`src/hbc_pkg.sv`:
```
// Purpose: shared constants and types of the dual H-bridge chopper control
// Assumes: 50 MHz pclk, chopper oscillator arriving as a pin
// Notes: register offsets are byte addresses on a 32-bit APB
package hbc_pkg;

   // ==========================================
   // Register map
   localparam logic [11:0] HBC_CTRL_OFS = 12'h000;
   localparam logic [11:0] HBC_STATUS_OFS = 12'h004;
   localparam logic [11:0] HBC_COUNT_OFS = 12'h008;
   localparam int HBC_CTRL_CHOP_EN_BIT = 0;
   localparam logic [31:0] HBC_CTRL_RST = 32'h0000_0001;

   // ==========================================
   // Chopper timing
   localparam logic [3:0] HBC_PERIOD_LAST = 4'hF;
   // Counter value at the tick that starts the last six of sixteen clocks
   localparam logic [3:0] HBC_FAST_TICK = 4'h9;
   localparam logic [2:0] HBC_BLANK_SHORT = 3'h4;
   localparam logic [2:0] HBC_BLANK_LONG = 3'h6;
   localparam int HBC_CLK_NS = 20;
   localparam int HBC_ANA_BLANK_NS = 400;
   localparam int HBC_ANA_BLANK_CYC_I = (HBC_ANA_BLANK_NS + HBC_CLK_NS - 1) / HBC_CLK_NS;
   localparam logic [4:0] HBC_ANA_BLANK_CYC = 5'(HBC_ANA_BLANK_CYC_I);

   // ==========================================
   // Chopper phase, one-hot
   typedef enum logic [2:0] {
      HBC_CHARGE = 3'b001,
      HBC_SLOW = 3'b010,
      HBC_FAST = 3'b100
   } hbc_phase_t;

endpackage : hbc_pkg

```
`src/hbc_bridge_if.sv`:
```
// Purpose: carries one bridge's controls to its decoder and the switch states back
// Assumes: all signals on pclk
// Notes: switch outputs are combinational
`timescale 1ns/1ps
interface hbc_bridge_if;
   import hbc_pkg::*;
   logic dir1;
   logic dir2;
   logic pwm;
   logic standby;
   logic chop_en;
   hbc_phase_t phase;
   logic high_switch_1;
   logic high_switch_2;
   logic low_switch_1;
   logic low_switch_2;
   modport ctl (output dir1, dir2, pwm, standby, chop_en, phase,
                input high_switch_1, high_switch_2, low_switch_1, low_switch_2);
   modport dec (input dir1, dir2, pwm, standby, chop_en, phase,
                output high_switch_1, high_switch_2, low_switch_1, low_switch_2);
endinterface : hbc_bridge_if

```
`src/hbc_bridge_dec.sv`:
```
// Purpose: decodes one bridge's mode, PWM and chopper phase into switch states
// Assumes: inputs already synchronised
// Notes: purely combinational
`timescale 1ns/1ps
module hbc_bridge_dec (
   hbc_bridge_if.dec br // Bridge controls and switch states
);
   import hbc_pkg::*;
   logic fwd;
   logic rev;
   logic brake;
   logic decay_slow;
   logic decay_fast;

   assign fwd = !br.standby && br.pwm && br.dir1 && !br.dir2;
   assign rev = !br.standby && br.pwm && !br.dir1 && br.dir2;
   // PWM low with a mode bit set, or both mode bits set: short brake
   assign brake = !br.standby && (br.dir1 || br.dir2) && !(fwd || rev);
   assign decay_slow = br.chop_en && (br.phase == HBC_SLOW);
   assign decay_fast = br.chop_en && (br.phase == HBC_FAST);

   // Fast decay swaps the diagonal; slow decay is both low switches
   assign br.high_switch_1 = (fwd && !decay_slow && !decay_fast) || (rev && decay_fast);
   assign br.high_switch_2 = (rev && !decay_slow && !decay_fast) || (fwd && decay_fast);
   assign br.low_switch_1 = brake || ((fwd || rev) && decay_slow) || (rev && !decay_slow && !decay_fast)
                            || (fwd && decay_fast);
   assign br.low_switch_2 = brake || ((fwd || rev) && decay_slow) || (fwd && !decay_slow && !decay_fast)
                            || (rev && decay_fast);
endmodule : hbc_bridge_dec

```
`src/hbc_sync.sv`:
```
// Purpose: two-flop synchroniser for a group of pin inputs
// Assumes: inputs are quasi-static relative to pclk
// Notes: first stage feeds only the second
`timescale 1ns/1ps
module hbc_sync #(
   parameter int WIDTH = 11
) (
   input wire logic pclk, // Clock
   input wire logic presetn, // Async reset, active low
   input wire logic [WIDTH-1:0] din, // Asynchronous pins
   output logic [WIDTH-1:0] dout // Synchronised copy
);
   logic [WIDTH-1:0] meta_q;

   always_ff @(posedge pclk or negedge presetn) begin
      if (!presetn) begin
         meta_q <= '0;
         dout <= '0;
      end else begin
         meta_q <= din;
         dout <= meta_q;
      end
   end
endmodule : hbc_sync

```
`src/hbc_top.sv`:
```
// Purpose: dual H-bridge control with constant-current chopper and APB registers
// Assumes: pclk 50 MHz; all bridge pins asynchronous to pclk
// Notes: outputs are level plus enable; enable low means the pin floats
// Operation
// - Bridge A with PWM high decodes stop, reverse, forward from its mode pair.
// - Bridge B decodes its own mode pair and PWM the same way.
// - Standby, all outputs off, only when all six bridge inputs are low (only bridge A's three in combined mode).
// - Standby ends as soon as any of the six inputs is high (any of bridge A's three in combined mode).
// - Digital blanking lasts 4 oscillator clocks, or 6 when blank select is high.
// - Blanking starts at each charge start and on any mode-bit change.
// - Current-limit detection is ignored while blanking is active.
// - A fixed analog blanking of about 400 ns also masks detection.
// - Gang select low gives two bridges, high gives one combined bridge.
// - Independent mode drives each bridge from its own inputs.
// - Combined mode uses only bridge A inputs; bridge B inputs are ignored.
// - Blank select works in both bridge modes.
// - Fast decay takes the final 37.5 percent of each chopping period.
// - Each period starts in charge as the oscillator counter restarts at zero.
// - Current-limit detection during charge switches to slow decay.
// - Slow decay becomes fast decay on the eleventh oscillator clock.
// - After 16 oscillator clocks the counter resets and charge restarts.
// - Forward: charge high1+low2, slow both lows, fast high2+low1.
// - Reverse: charge high2+low1, slow both lows, fast high1+low2.
`timescale 1ns/1ps
module hbc_top (
   input wire logic pclk, // APB clock
   input wire logic presetn, // Async reset, active low
   input wire logic [11:0] paddr, // APB address
   input wire logic psel, // APB select
   input wire logic penable, // APB enable
   input wire logic pwrite, // APB direction
   input wire logic [31:0] pwdata, // APB write data
   output logic [31:0] prdata, // APB read data
   output logic pready, // APB ready
   output logic pslverr, // APB error on unmapped address
   input wire logic bridge_a_dir_in1, // Bridge A mode 1
   input wire logic bridge_a_dir_in2, // Bridge A mode 2
   input wire logic bridge_a_pwm_in, // Bridge A PWM
   input wire logic bridge_b_dir_in1, // Bridge B mode 1
   input wire logic bridge_b_dir_in2, // Bridge B mode 2
   input wire logic bridge_b_pwm_in, // Bridge B PWM
   input wire logic blank_time_select, // Blanking length select
   input wire logic bridge_gang_select, // Combined bridge select
   input wire logic chop_osc_clock, // Chopper oscillator
   input wire logic [1:0] current_limit_detect, // Per-bridge current limit comparator
   output logic bridge_a_out_pos, // Bridge A positive level
   output logic bridge_a_out_pos_oe, // Bridge A positive enable
   output logic bridge_a_out_neg, // Bridge A negative level
   output logic bridge_a_out_neg_oe, // Bridge A negative enable
   output logic bridge_b_out_pos, // Bridge B positive level
   output logic bridge_b_out_pos_oe, // Bridge B positive enable
   output logic bridge_b_out_neg, // Bridge B negative level
   output logic bridge_b_out_neg_oe // Bridge B negative enable
);
   import hbc_pkg::*;

   // ==========================================
   // Input synchronisation
   logic [10:0] pins_s;
   hbc_sync #(.WIDTH(11)) u_sync (
      .pclk(pclk),
      .presetn(presetn),
      .din({bridge_a_dir_in1, bridge_a_dir_in2, bridge_a_pwm_in, bridge_b_dir_in1, bridge_b_dir_in2,
            bridge_b_pwm_in, blank_time_select, bridge_gang_select, chop_osc_clock, current_limit_detect}),
      .dout(pins_s)
   );

   wire a_dir1 = pins_s[10];
   wire a_dir2 = pins_s[9];
   wire a_pwm = pins_s[8];
   wire gang = pins_s[3];
   wire blank_sel = pins_s[4];
   wire osc_s = pins_s[2];
   // Bridge B pins are forced out of the picture when ganged
   wire b_dir1 = pins_s[7] && !gang;
   wire b_dir2 = pins_s[6] && !gang;
   wire b_pwm = pins_s[5] && !gang;
   wire [1:0] limit_s = {pins_s[1] && !gang, pins_s[0]};
   wire standby_w = !(a_dir1 || a_dir2 || a_pwm || b_dir1 || b_dir2 || b_pwm);

   // ==========================================
   // Control register
   logic [31:0] ctrl_q;
   wire chop_en = ctrl_q[HBC_CTRL_CHOP_EN_BIT];

   // ==========================================
   // Oscillator edge and period counter
   logic osc_prev_q;
   logic [3:0] cnt_q;
   logic [3:0] dir_prev_q;
   wire tick = osc_s && !osc_prev_q;
   wire period_start = tick && (cnt_q == HBC_PERIOD_LAST);
   wire fast_start = tick && (cnt_q == HBC_FAST_TICK);
   wire [3:0] dir_now = {a_dir1, a_dir2, b_dir1, b_dir2};
   wire dir_chg = dir_now != dir_prev_q;

   always_ff @(posedge pclk or negedge presetn) begin
      if (!presetn) begin
         osc_prev_q <= 1'b0;
         cnt_q <= 4'h0;
         dir_prev_q <= 4'h0;
      end else begin
         osc_prev_q <= osc_s;
         dir_prev_q <= dir_now;
         if (tick) begin
            cnt_q <= cnt_q + 4'h1;
         end
      end
   end

   // ==========================================
   // Blanking: digital in oscillator clocks, analog in pclk cycles
   logic [2:0] blank_dig_q;
   logic [4:0] blank_ana_q;
   wire blank_load = period_start || dir_chg;
   wire [2:0] blank_len = blank_sel ? HBC_BLANK_LONG : HBC_BLANK_SHORT;
   wire blank_act = (blank_dig_q != 3'h0) || (blank_ana_q != 5'h0);

   always_ff @(posedge pclk or negedge presetn) begin
      if (!presetn) begin
         blank_dig_q <= 3'h0;
         blank_ana_q <= 5'h0;
      end else if (blank_load) begin
         blank_dig_q <= blank_len;
         blank_ana_q <= HBC_ANA_BLANK_CYC;
      end else begin
         if (tick && blank_dig_q != 3'h0) begin
            blank_dig_q <= blank_dig_q - 3'h1;
         end
         if (blank_ana_q != 5'h0) begin
            blank_ana_q <= blank_ana_q - 5'h1;
         end
      end
   end

   // ==========================================
   // Chopper phase per bridge
   hbc_phase_t phase_q [2];

   function automatic hbc_phase_t next_phase(hbc_phase_t cur, logic limit);
      hbc_phase_t nxt;
      nxt = cur;
      if (period_start) begin
         nxt = HBC_CHARGE;
      end else if (fast_start) begin
         nxt = HBC_FAST;
      end else if (cur == HBC_CHARGE && limit && !blank_act) begin
         nxt = HBC_SLOW;
      end
      return nxt;
   endfunction : next_phase

   always_ff @(posedge pclk or negedge presetn) begin
      if (!presetn) begin
         phase_q[0] <= HBC_CHARGE;
         phase_q[1] <= HBC_CHARGE;
      end else begin
         phase_q[0] <= next_phase(phase_q[0], limit_s[0]);
         phase_q[1] <= next_phase(phase_q[1], limit_s[1]);
      end
   end

   // ==========================================
   // Bridge decoders
   logic [3:0] sw [2];
   wire [2:0] br_in [2];
   assign br_in[0] = {a_dir1, a_dir2, a_pwm};
   assign br_in[1] = {b_dir1, b_dir2, b_pwm};

   genvar gi;
   generate
      for (gi = 0; gi < 2; gi++) begin : g_br
         hbc_bridge_if bif();
         assign bif.dir1 = br_in[gi][2];
         assign bif.dir2 = br_in[gi][1];
         assign bif.pwm = br_in[gi][0];
         assign bif.standby = standby_w;
         assign bif.chop_en = chop_en;
         assign bif.phase = phase_q[gi];
         assign sw[gi] = {bif.high_switch_1, bif.high_switch_2, bif.low_switch_1, bif.low_switch_2};
         hbc_bridge_dec u_dec (
            .br(bif)
         );
      end
   endgenerate

   // ==========================================
   // Output pins, combined mode pairs A pins and B pins
   wire l_pos = sw[0][3];
   wire l_pos_oe = sw[0][3] || sw[0][1];
   wire l_neg = sw[0][2];
   wire l_neg_oe = sw[0][2] || sw[0][0];
   wire b_pos_d = gang ? l_neg : sw[1][3];
   wire b_pos_oe_d = gang ? l_neg_oe : (sw[1][3] || sw[1][1]);
   wire b_neg_d = gang ? l_neg : sw[1][2];
   wire b_neg_oe_d = gang ? l_neg_oe : (sw[1][2] || sw[1][0]);
   wire a_neg_d = gang ? l_pos : l_neg;
   wire a_neg_oe_d = gang ? l_pos_oe : l_neg_oe;

   always_ff @(posedge pclk or negedge presetn) begin
      if (!presetn) begin
         bridge_a_out_pos <= 1'b0;
         bridge_a_out_pos_oe <= 1'b0;
         bridge_a_out_neg <= 1'b0;
         bridge_a_out_neg_oe <= 1'b0;
         bridge_b_out_pos <= 1'b0;
         bridge_b_out_pos_oe <= 1'b0;
         bridge_b_out_neg <= 1'b0;
         bridge_b_out_neg_oe <= 1'b0;
      end else begin
         bridge_a_out_pos <= l_pos;
         bridge_a_out_pos_oe <= l_pos_oe;
         bridge_a_out_neg <= a_neg_d;
         bridge_a_out_neg_oe <= a_neg_oe_d;
         bridge_b_out_pos <= b_pos_d;
         bridge_b_out_pos_oe <= b_pos_oe_d;
         bridge_b_out_neg <= b_neg_d;
         bridge_b_out_neg_oe <= b_neg_oe_d;
      end
   end

   // ==========================================
   // APB slave, zero wait states
   wire acc = psel && penable;
   wire hit_ctrl = paddr == HBC_CTRL_OFS;
   wire hit_status = paddr == HBC_STATUS_OFS;
   wire hit_count = paddr == HBC_COUNT_OFS;
   wire hit_any = hit_ctrl || hit_status || hit_count;
   wire [31:0] status_w = {16'h0000, 5'h00, phase_q[1], phase_q[0], gang, blank_act, standby_w,
                           bridge_a_out_pos, bridge_a_out_neg};
   wire [31:0] count_w = {24'h00_0000, 1'b0, blank_dig_q, cnt_q};
   wire [31:0] rd_mux = hit_ctrl ? ctrl_q : hit_status ? status_w : hit_count ? count_w : 32'h0000_0000;

   assign pready = 1'b1;
   assign pslverr = acc && !hit_any;

   always_ff @(posedge pclk or negedge presetn) begin
      if (!presetn) begin
         ctrl_q <= HBC_CTRL_RST;
         prdata <= 32'h0000_0000;
      end else begin
         if (acc && pwrite && hit_ctrl) begin
            ctrl_q <= {31'h0000_0000, pwdata[HBC_CTRL_CHOP_EN_BIT]};
         end
         if (psel && !penable && !pwrite) begin
            prdata <= rd_mux;
         end
      end
   end
endmodule : hbc_top

```
`config.mk`:
```
export PLATFORM = sky130hd
export DESIGN_NAME = hbc_top
export DESIGN_NICKNAME = d
export VERILOG_FILES = /design/src/hbc_pkg.sv /design/src/hbc_bridge_if.sv /design/src/hbc_bridge_dec.sv /design/src/hbc_sync.sv /design/src/hbc_top.sv
export SDC_FILE = /design/constraint.sdc
export NUM_CORES = 1
export LEC_CHECK = 0
export BUFFER_PORTS_ARGS = -buffer_cell sky130_fd_sc_hd__buf_2
export CAP_MARGIN = 20
export CORE_AREA = 4 4 81 83
export DETAILED_ROUTE_END_ITERATION = 10
export DIE_AREA = 0 0 85 87
export HOLD_SLACK_MARGIN = 0.05
export PLACE_DENSITY = 0.94
export SYNTH_ARGS = -nofsm -noshare
export SYNTH_HDL_FRONTEND = slang
export SYNTH_HIERARCHICAL = 1
export SYNTH_SLANG_ARGS = --single-unit
export TNS_END_PERCENT = 50
```
`constraint.sdc`:
```
create_clock -name pclk -period 3 [get_ports pclk]
set_clock_uncertainty 0.1 [all_clocks]
set_input_delay 0.3 -clock pclk [delete_from_list [all_inputs] [get_ports pclk]]
set_output_delay 0.3 -clock pclk [all_outputs]
set_load 0.1 [all_outputs]
```
Word level (Yosys, flattened, before mapping)
Index checks and enable logic that the tools add are counted.

Register bits: 86. Word-level logic and storage cells: 157. Input bits: 60.

Equality and inequality tests: 11. Reductions and logical operators: 104. Mux-type cells: 20. Add/subtract/negate cells: 3.

Operator list (number): $logic_and 1x1->1 (50); $logic_or 1x1->1 (30); $mux 3 (8); $mux 11 (2); $logic_not 1->1 (17); $eq 12x3->1 const B (1); $eq 12x4->1 const B (1); $logic_not 12->1 (1); $mux 5 (2); $reduce_bool 3->1 (3); $eq 4x4->1 const B (2); $mux 7 (1); $eq 3x1->1 const B (2); $eq 3x2->1 const B (2); $eq 3x3->1 const B (2); $mux 1 (6); $reduce_bool 5->1 (1); $sub 5x1->5 const B (1); $add 4x1->4 const B (1); $ne 4x4->1 (1); $reduce_bool 2->1 (2); $sub 3x1->3 const B (1); $mux 2 (1).

Logic depth before layout (Yosys ltp)
Depth in word-level cells: 16. Depth in mapped cells: 8. Depth with buffers taken out: 8.

Cells and area by module
Netlist, hierarchy kept.

By module, submodules not included: hbc_top (cells each 214, sequential area each 1079.8 µm², instances 1, area an instance 2245.9 µm²); hbc_sync (cells each 22, sequential area each 550.5 µm², instances 1, area an instance 550.5 µm²); hbc_bridge_dec (cells each 22, sequential area each 0.0 µm², instances 2, area an instance 121.4 µm²).

Least setup slack after synthesis
Ideal clock, no wire load.

Path kind: input port to output port. Start point: in paddr[5]. End point: out pslverr. Cell stages on the path: 3. Slack: 0.577 ns. Path buffers: 0. Data arrival time: 2.023 ns. Required time: 2.600 ns. Path through: nor4_2 > and3_2 > a21oi_1.

Cells in the longest elaborated chain, start to end: 5.

RTL lines: start: declaration (RTL line hbc_top.sv:28) `input wire logic [11:0] paddr,`; $eq 12x3->1 or $logic_not 12->1 (tied branches) (RTL line hbc_top.sv:226, hbc_top.sv:225); $logic_or 1x1->1 (RTL line hbc_top.sv:228) `wire hit_any = hit_ctrl || hit_status || hit_count;`; $logic_or 1x1->1 * (RTL line hbc_top.sv:228); $logic_not 1->1 * (RTL line hbc_top.sv:235) `assign pslverr = acc && !hit_any;`; $logic_and 1x1->1 * (RTL line hbc_top.sv:235); end: declaration (RTL line hbc_top.sv:35) `output logic pslverr,`.

Mark *: on every way between the ends. The rest lies on a longest branch, timed or not.

Worst setup path after layout
Start point: reg u_sync.dout[3]. End point: reg bridge_b_out_neg_oe.

RTL lines: start: declaration (RTL line hbc_sync.sv:11) `output logic [WIDTH-1:0] dout`; start signal: assignment (RTL line hbc_sync.sv:21) `dout <= meta_q;`; $logic_not 1->1 * (RTL line hbc_top.sv:76) `wire b_dir2 = pins_s[6] && !gang;`; $logic_and 1x1->1 * (RTL line hbc_top.sv:76); named net b_dir2 (RTL line hbc_top.sv:76); $logic_or 1x1->1 * (2 in series) (RTL line hbc_top.sv:79) `wire standby_w = !(a_dir1 || a_dir2 || a_pwm || b_dir1 || b_dir2 || b_pwm);`; $logic_and 1x1->1 (RTL line hbc_bridge_dec.sv:15, hbc_bridge_dec.sv:16); $logic_and 1x1->1, on equally long branches (2 in series) (RTL line hbc_bridge_dec.sv:15, hbc_bridge_dec.sv:16); $logic_or 1x1->1 (RTL line hbc_bridge_dec.sv:18, hbc_bridge_dec.sv:27); $logic_not 1->1 (RTL line hbc_bridge_dec.sv:18) `assign brake = !br.standby && (br.dir1 || br.dir2) && !(fwd || rev);`; $logic_and 1x1->1 (RTL line hbc_bridge_dec.sv:18); $logic_or 1x1->1 (2 in series) (RTL line hbc_bridge_dec.sv:27) `assign br.low_switch_2 = brake || ((fwd || rev) && decay_slow) || (fwd && !decay_slow && !decay_fast)`; $logic_or 1x1->1 * (RTL line hbc_bridge_dec.sv:28) `|| (rev && decay_fast);`; named net g_br[0].bif.low_switch_2 (RTL line hbc_bridge_if.sv:16) `logic low_switch_2;`; $logic_or 1x1->1 * (RTL line hbc_top.sv:192) `wire l_neg_oe = sw[0][2] || sw[0][0];`; $mux 1 * (RTL line hbc_top.sv:196) `wire b_neg_oe_d = gang ? l_neg_oe : (sw[1][2] || sw[1][0]);`; named net b_neg_oe_d (RTL line hbc_top.sv:196); end signal: assignment (RTL line hbc_top.sv:218) `bridge_b_out_neg_oe <= b_neg_oe_d;`; end: declaration (RTL line hbc_top.sv:53) `output logic bridge_b_out_neg_oe`.

The timed path passes the listed nets; every way through them passes the cells marked *. A chain may end at the register's enable or synchronous reset.

==> results.yml <==
worst_hold_path:
  min_path_type: "input port to flop"
  holdCritStartpoint: "pwdata[0]"
  hold_depth: 2
  min_to: "ctrl_q[0]"
finish:
  antenna_cells: 0
  fillers: 477
  final_util: 0.613
  area.growth.synth_to_final_pct: 18.0
  nNetsFinal: 409
  layout-drive-gt1-share: 0.246
clock_network:
  cts_tree: "done"
  cts_buffers: 9
  cts_root_buf: "clkbuf_8"
  post_cts.repair.setup_buffers: 0
  hold_buffers: 12
  cts.clk_slew.worst_paths_ps: 70
  cts-resized-gates: 0
  htreeDepth: 3
  cts_num_sinks: 65
  clock_latency_ps: 340
  clockBufferDepth: 2
timing:
  final_max_slew_viol_count: 0
  timing.slew.headroom: 0.476
  finalSetupViolCount: 0
  max_freq_mhz: 403
  worstMarginPinSlew_ps: 787
  min_period_over_period: 0.827
  finalSetupTns_ps: 0
  fin_crit_ps: 2480
  rsz0062_at_grt: "false"
  hold_viol_final: 0
synth:
  synth_seq_cells: 65
  synthFlopType: "dfrtp_1"
  yosysTopAreaCellShare: 0.510
  ys_top_cells_by_area: "dfrtp_1 (51%), buf_4 (5.7%), nor3_1 (3.0%), nor2_1 (2.8%), dfstp_2 (2.6%)"
  ys_seq_area_frac: 0.536
  yosysWarningCount: 6
  yosys.cell_types.count: 54
  synthCells: 280
  synth_area_leader_cell: "dfrtp_1"
  async_flop_share: 1.00
  syn_area_per_cell_um2: 10.9
  syn_area_mm2: 0.00304
  synth_edf_count: 0
drt:
  routed_via_density: 5.27
  ant_nets: 0
  wirelength_um: 6170
  wire_per_inst_um: 14.5
  vias: 2236
  drtIter0Drc: 148
  drc_errors: 0
  first_pass_iters: 4
global_routing:
  gr-usage-all-layers: 0.186
  globalRouteMet3Util: 0.0672
  antenna_found_initial: 0
  grt_pass1_vias: 2238
  grt_pass1_wl_um: 10500
  grt_max_degree: 66
  top_usage_layer: "met2"
  use_met2: 0.306
  grt_overflow_total: 0
  globalRouteMet1Util: 0.222
floorplan:
  fp.dieW_um: 85
  die_y_um: 87
  initial_core_util: 0.519
  core_mm2: 0.00585
  dieArea_mm2: 0.00740
  io_pins: 102
  fp-row-count: 28
setup_path:
  crit_start: "u_sync/dout[3]"
  worstPathCellList: "nand2b_2, inv_2, nor4_2, nand2b_1, o22ai_1, nor2_1, a21oi_1"
  r2r-end: "bridge_b_out_neg_oe"
  r2r_cells: 7
  cp.arrival_ps: 2580
  critical_path_required_ps: 3100
  worst-path-buf-inv: 1
  crit_family: "simple AND/OR/NAND/NOR gates"
  r2r-start: "u_sync/dout[3]"
  critPathSlowestCell: "dfrtp_1"
  slowest_delay_ps: 650
  cp-end-kind: "flop"
  critPathKind: "flop to flop"
  rrSetupSlack_ps: 520
  startpoint_type: "flop"
  cp_max_fo: 15
power_and_ir_drop:
  irDropWorstVdd_mv: 0.397
  leakagePower_uw: 0.00169
  powerDensity_mw_per_mm2: 630
placed_design:
  numPortBuffers: 48
  dpl.hpwl_um: 4240
  globalplace.congestion: 0.792
outcome:
  status: "finished, final reports clean"
flow_run:
  maxCapViolCount: 0
[logic make-up (layout without fill, tap and decap cells)]
logic type,Yosys count,count (layout),synth area share
and+or+nand+nor,104,104,0.198
DFF,65,65,0.536
AOI/OAI and AO/OA,48,48,0.108
buffers and inverters,42,91,0.0811
xor gates and xnor gates,9,9,0.0346
adders and majority gates,5,5,0.0206
muxes,5,5,0.0189
other,2,22,0.00247
[state kept, by name, summed over array words and instances, names as in the netlist]
| signal | cells |
|---|---|
| bridge_b_out_neg_oe | 1 |
| osc_prev_q | 1 |
| blank_dig_q | 3 |
| bridge_a_out_pos | 1 |
| cnt_q | 4 |
| u_sync/dout | 11 |
| ctrl_q | 1 |
| bridge_a_out_neg_oe | 1 |
| g_br.bif.phase | 6 |
| bridge_a_out_pos_oe | 1 |
| dir_prev_q | 4 |
| blank_ana_q | 5 |
| bridge_b_out_neg | 1 |
| prdata | 11 |
| u_sync/meta_q | 11 |
| bridge_b_out_pos | 1 |
| bridge_a_out_neg | 1 |
| bridge_b_out_pos_oe | 1 |
[worst max-delay path by stage]
stage,to,slack (ps),depth (start not counted)
floorplan,pslverr,580,3
global placement,bridge_b_out_neg_oe,630,7
detailed placement,bridge_b_out_neg_oe,580,7
CTS,bridge_b_out_neg_oe,520,7
global route,bridge_a_out_neg_oe,340,7
finish,bridge_b_out_neg_oe,520,7
[power by group]
part / internal, µW / switching, µW
logic: 125 / 320
registers: 959 / 102
clock network: 407 / 349
total: 1490 / 771
[layout make-up]
cell class                      count  area [µm²]  area share
Inverter                           14        52.6      0.0146
Clock buffer                       10         138      0.0384
Multi-Input combinational cell    193        1240       0.345
Tap cell                           75        93.8      0.0262
Clock inverter                      6        67.6      0.0188
Timing Repair Buffer               61         368       0.103
Sequential cell                    65        1630       0.454
[metrics by stage]
step           instances  area, µm²  hold slack (ps)  setup WS [ps]  total power, µW
6_report             424       3590             83.7            518             2260
5_1_grt              424       3590             74.6            342             2370
4_1_cts              424       3590             79.1            525             2280
3_5_place_dp         396       3260              235            582             1510
3_3_place_gp         396       3260              233            635             1480
2_1_floorplan        300       3110            -95.6            577             1430
[cell usage in the layout (no fill, tap or decap), types with 2 or more instances in the layout]
cell type,count
a211o_1,3
a21oi_1,11
clkinv_4,2
dlygate4sd3_1,12
xor2_1,2
a22o_1,4
and2_1,3
nand3_1,3
nand3b_1,2
a22oi_1,2
nor4_2,3
nand4_1,3
nor3_1,18
and3_1,2
buf_2,48
or3_2,2
dfstp_2,3
nor2_1,23
nand2_1,16
xnor2_1,5
ha_1,5
a31oi_1,4
o31ai_1,3
clkinvlp_4,2
nor2b_1,8
clkbuf_8,10
mux2i_1,2
nand2b_1,8
conb_1,22
o22ai_1,4
dfrtp_1,62
o21ai_0,9
inv_1,13
a221o_1,5
[cell usage after synthesis (all sizes together), types with 4 or more instances]
library cell / number
a31oi: 4
nand2b: 9
nor3: 18
nor2: 24
nand4: 4
a21oi: 11
buf: 25
and2: 4
dfrtp: 62
a221o: 5
o22ai: 4
a22o: 4
inv: 14
nor2b: 8
o21ai: 9
nand2: 17
xnor2: 6
ha: 5
[metal layers]
layer	vias to the layer above	routed length (µm)
met4	0	94
met3	10	405
met2	72	3210
met1	1098	2460
li1	1056	-
met5	-	0
No activity file was read; power rests on OpenSTA's default activity.
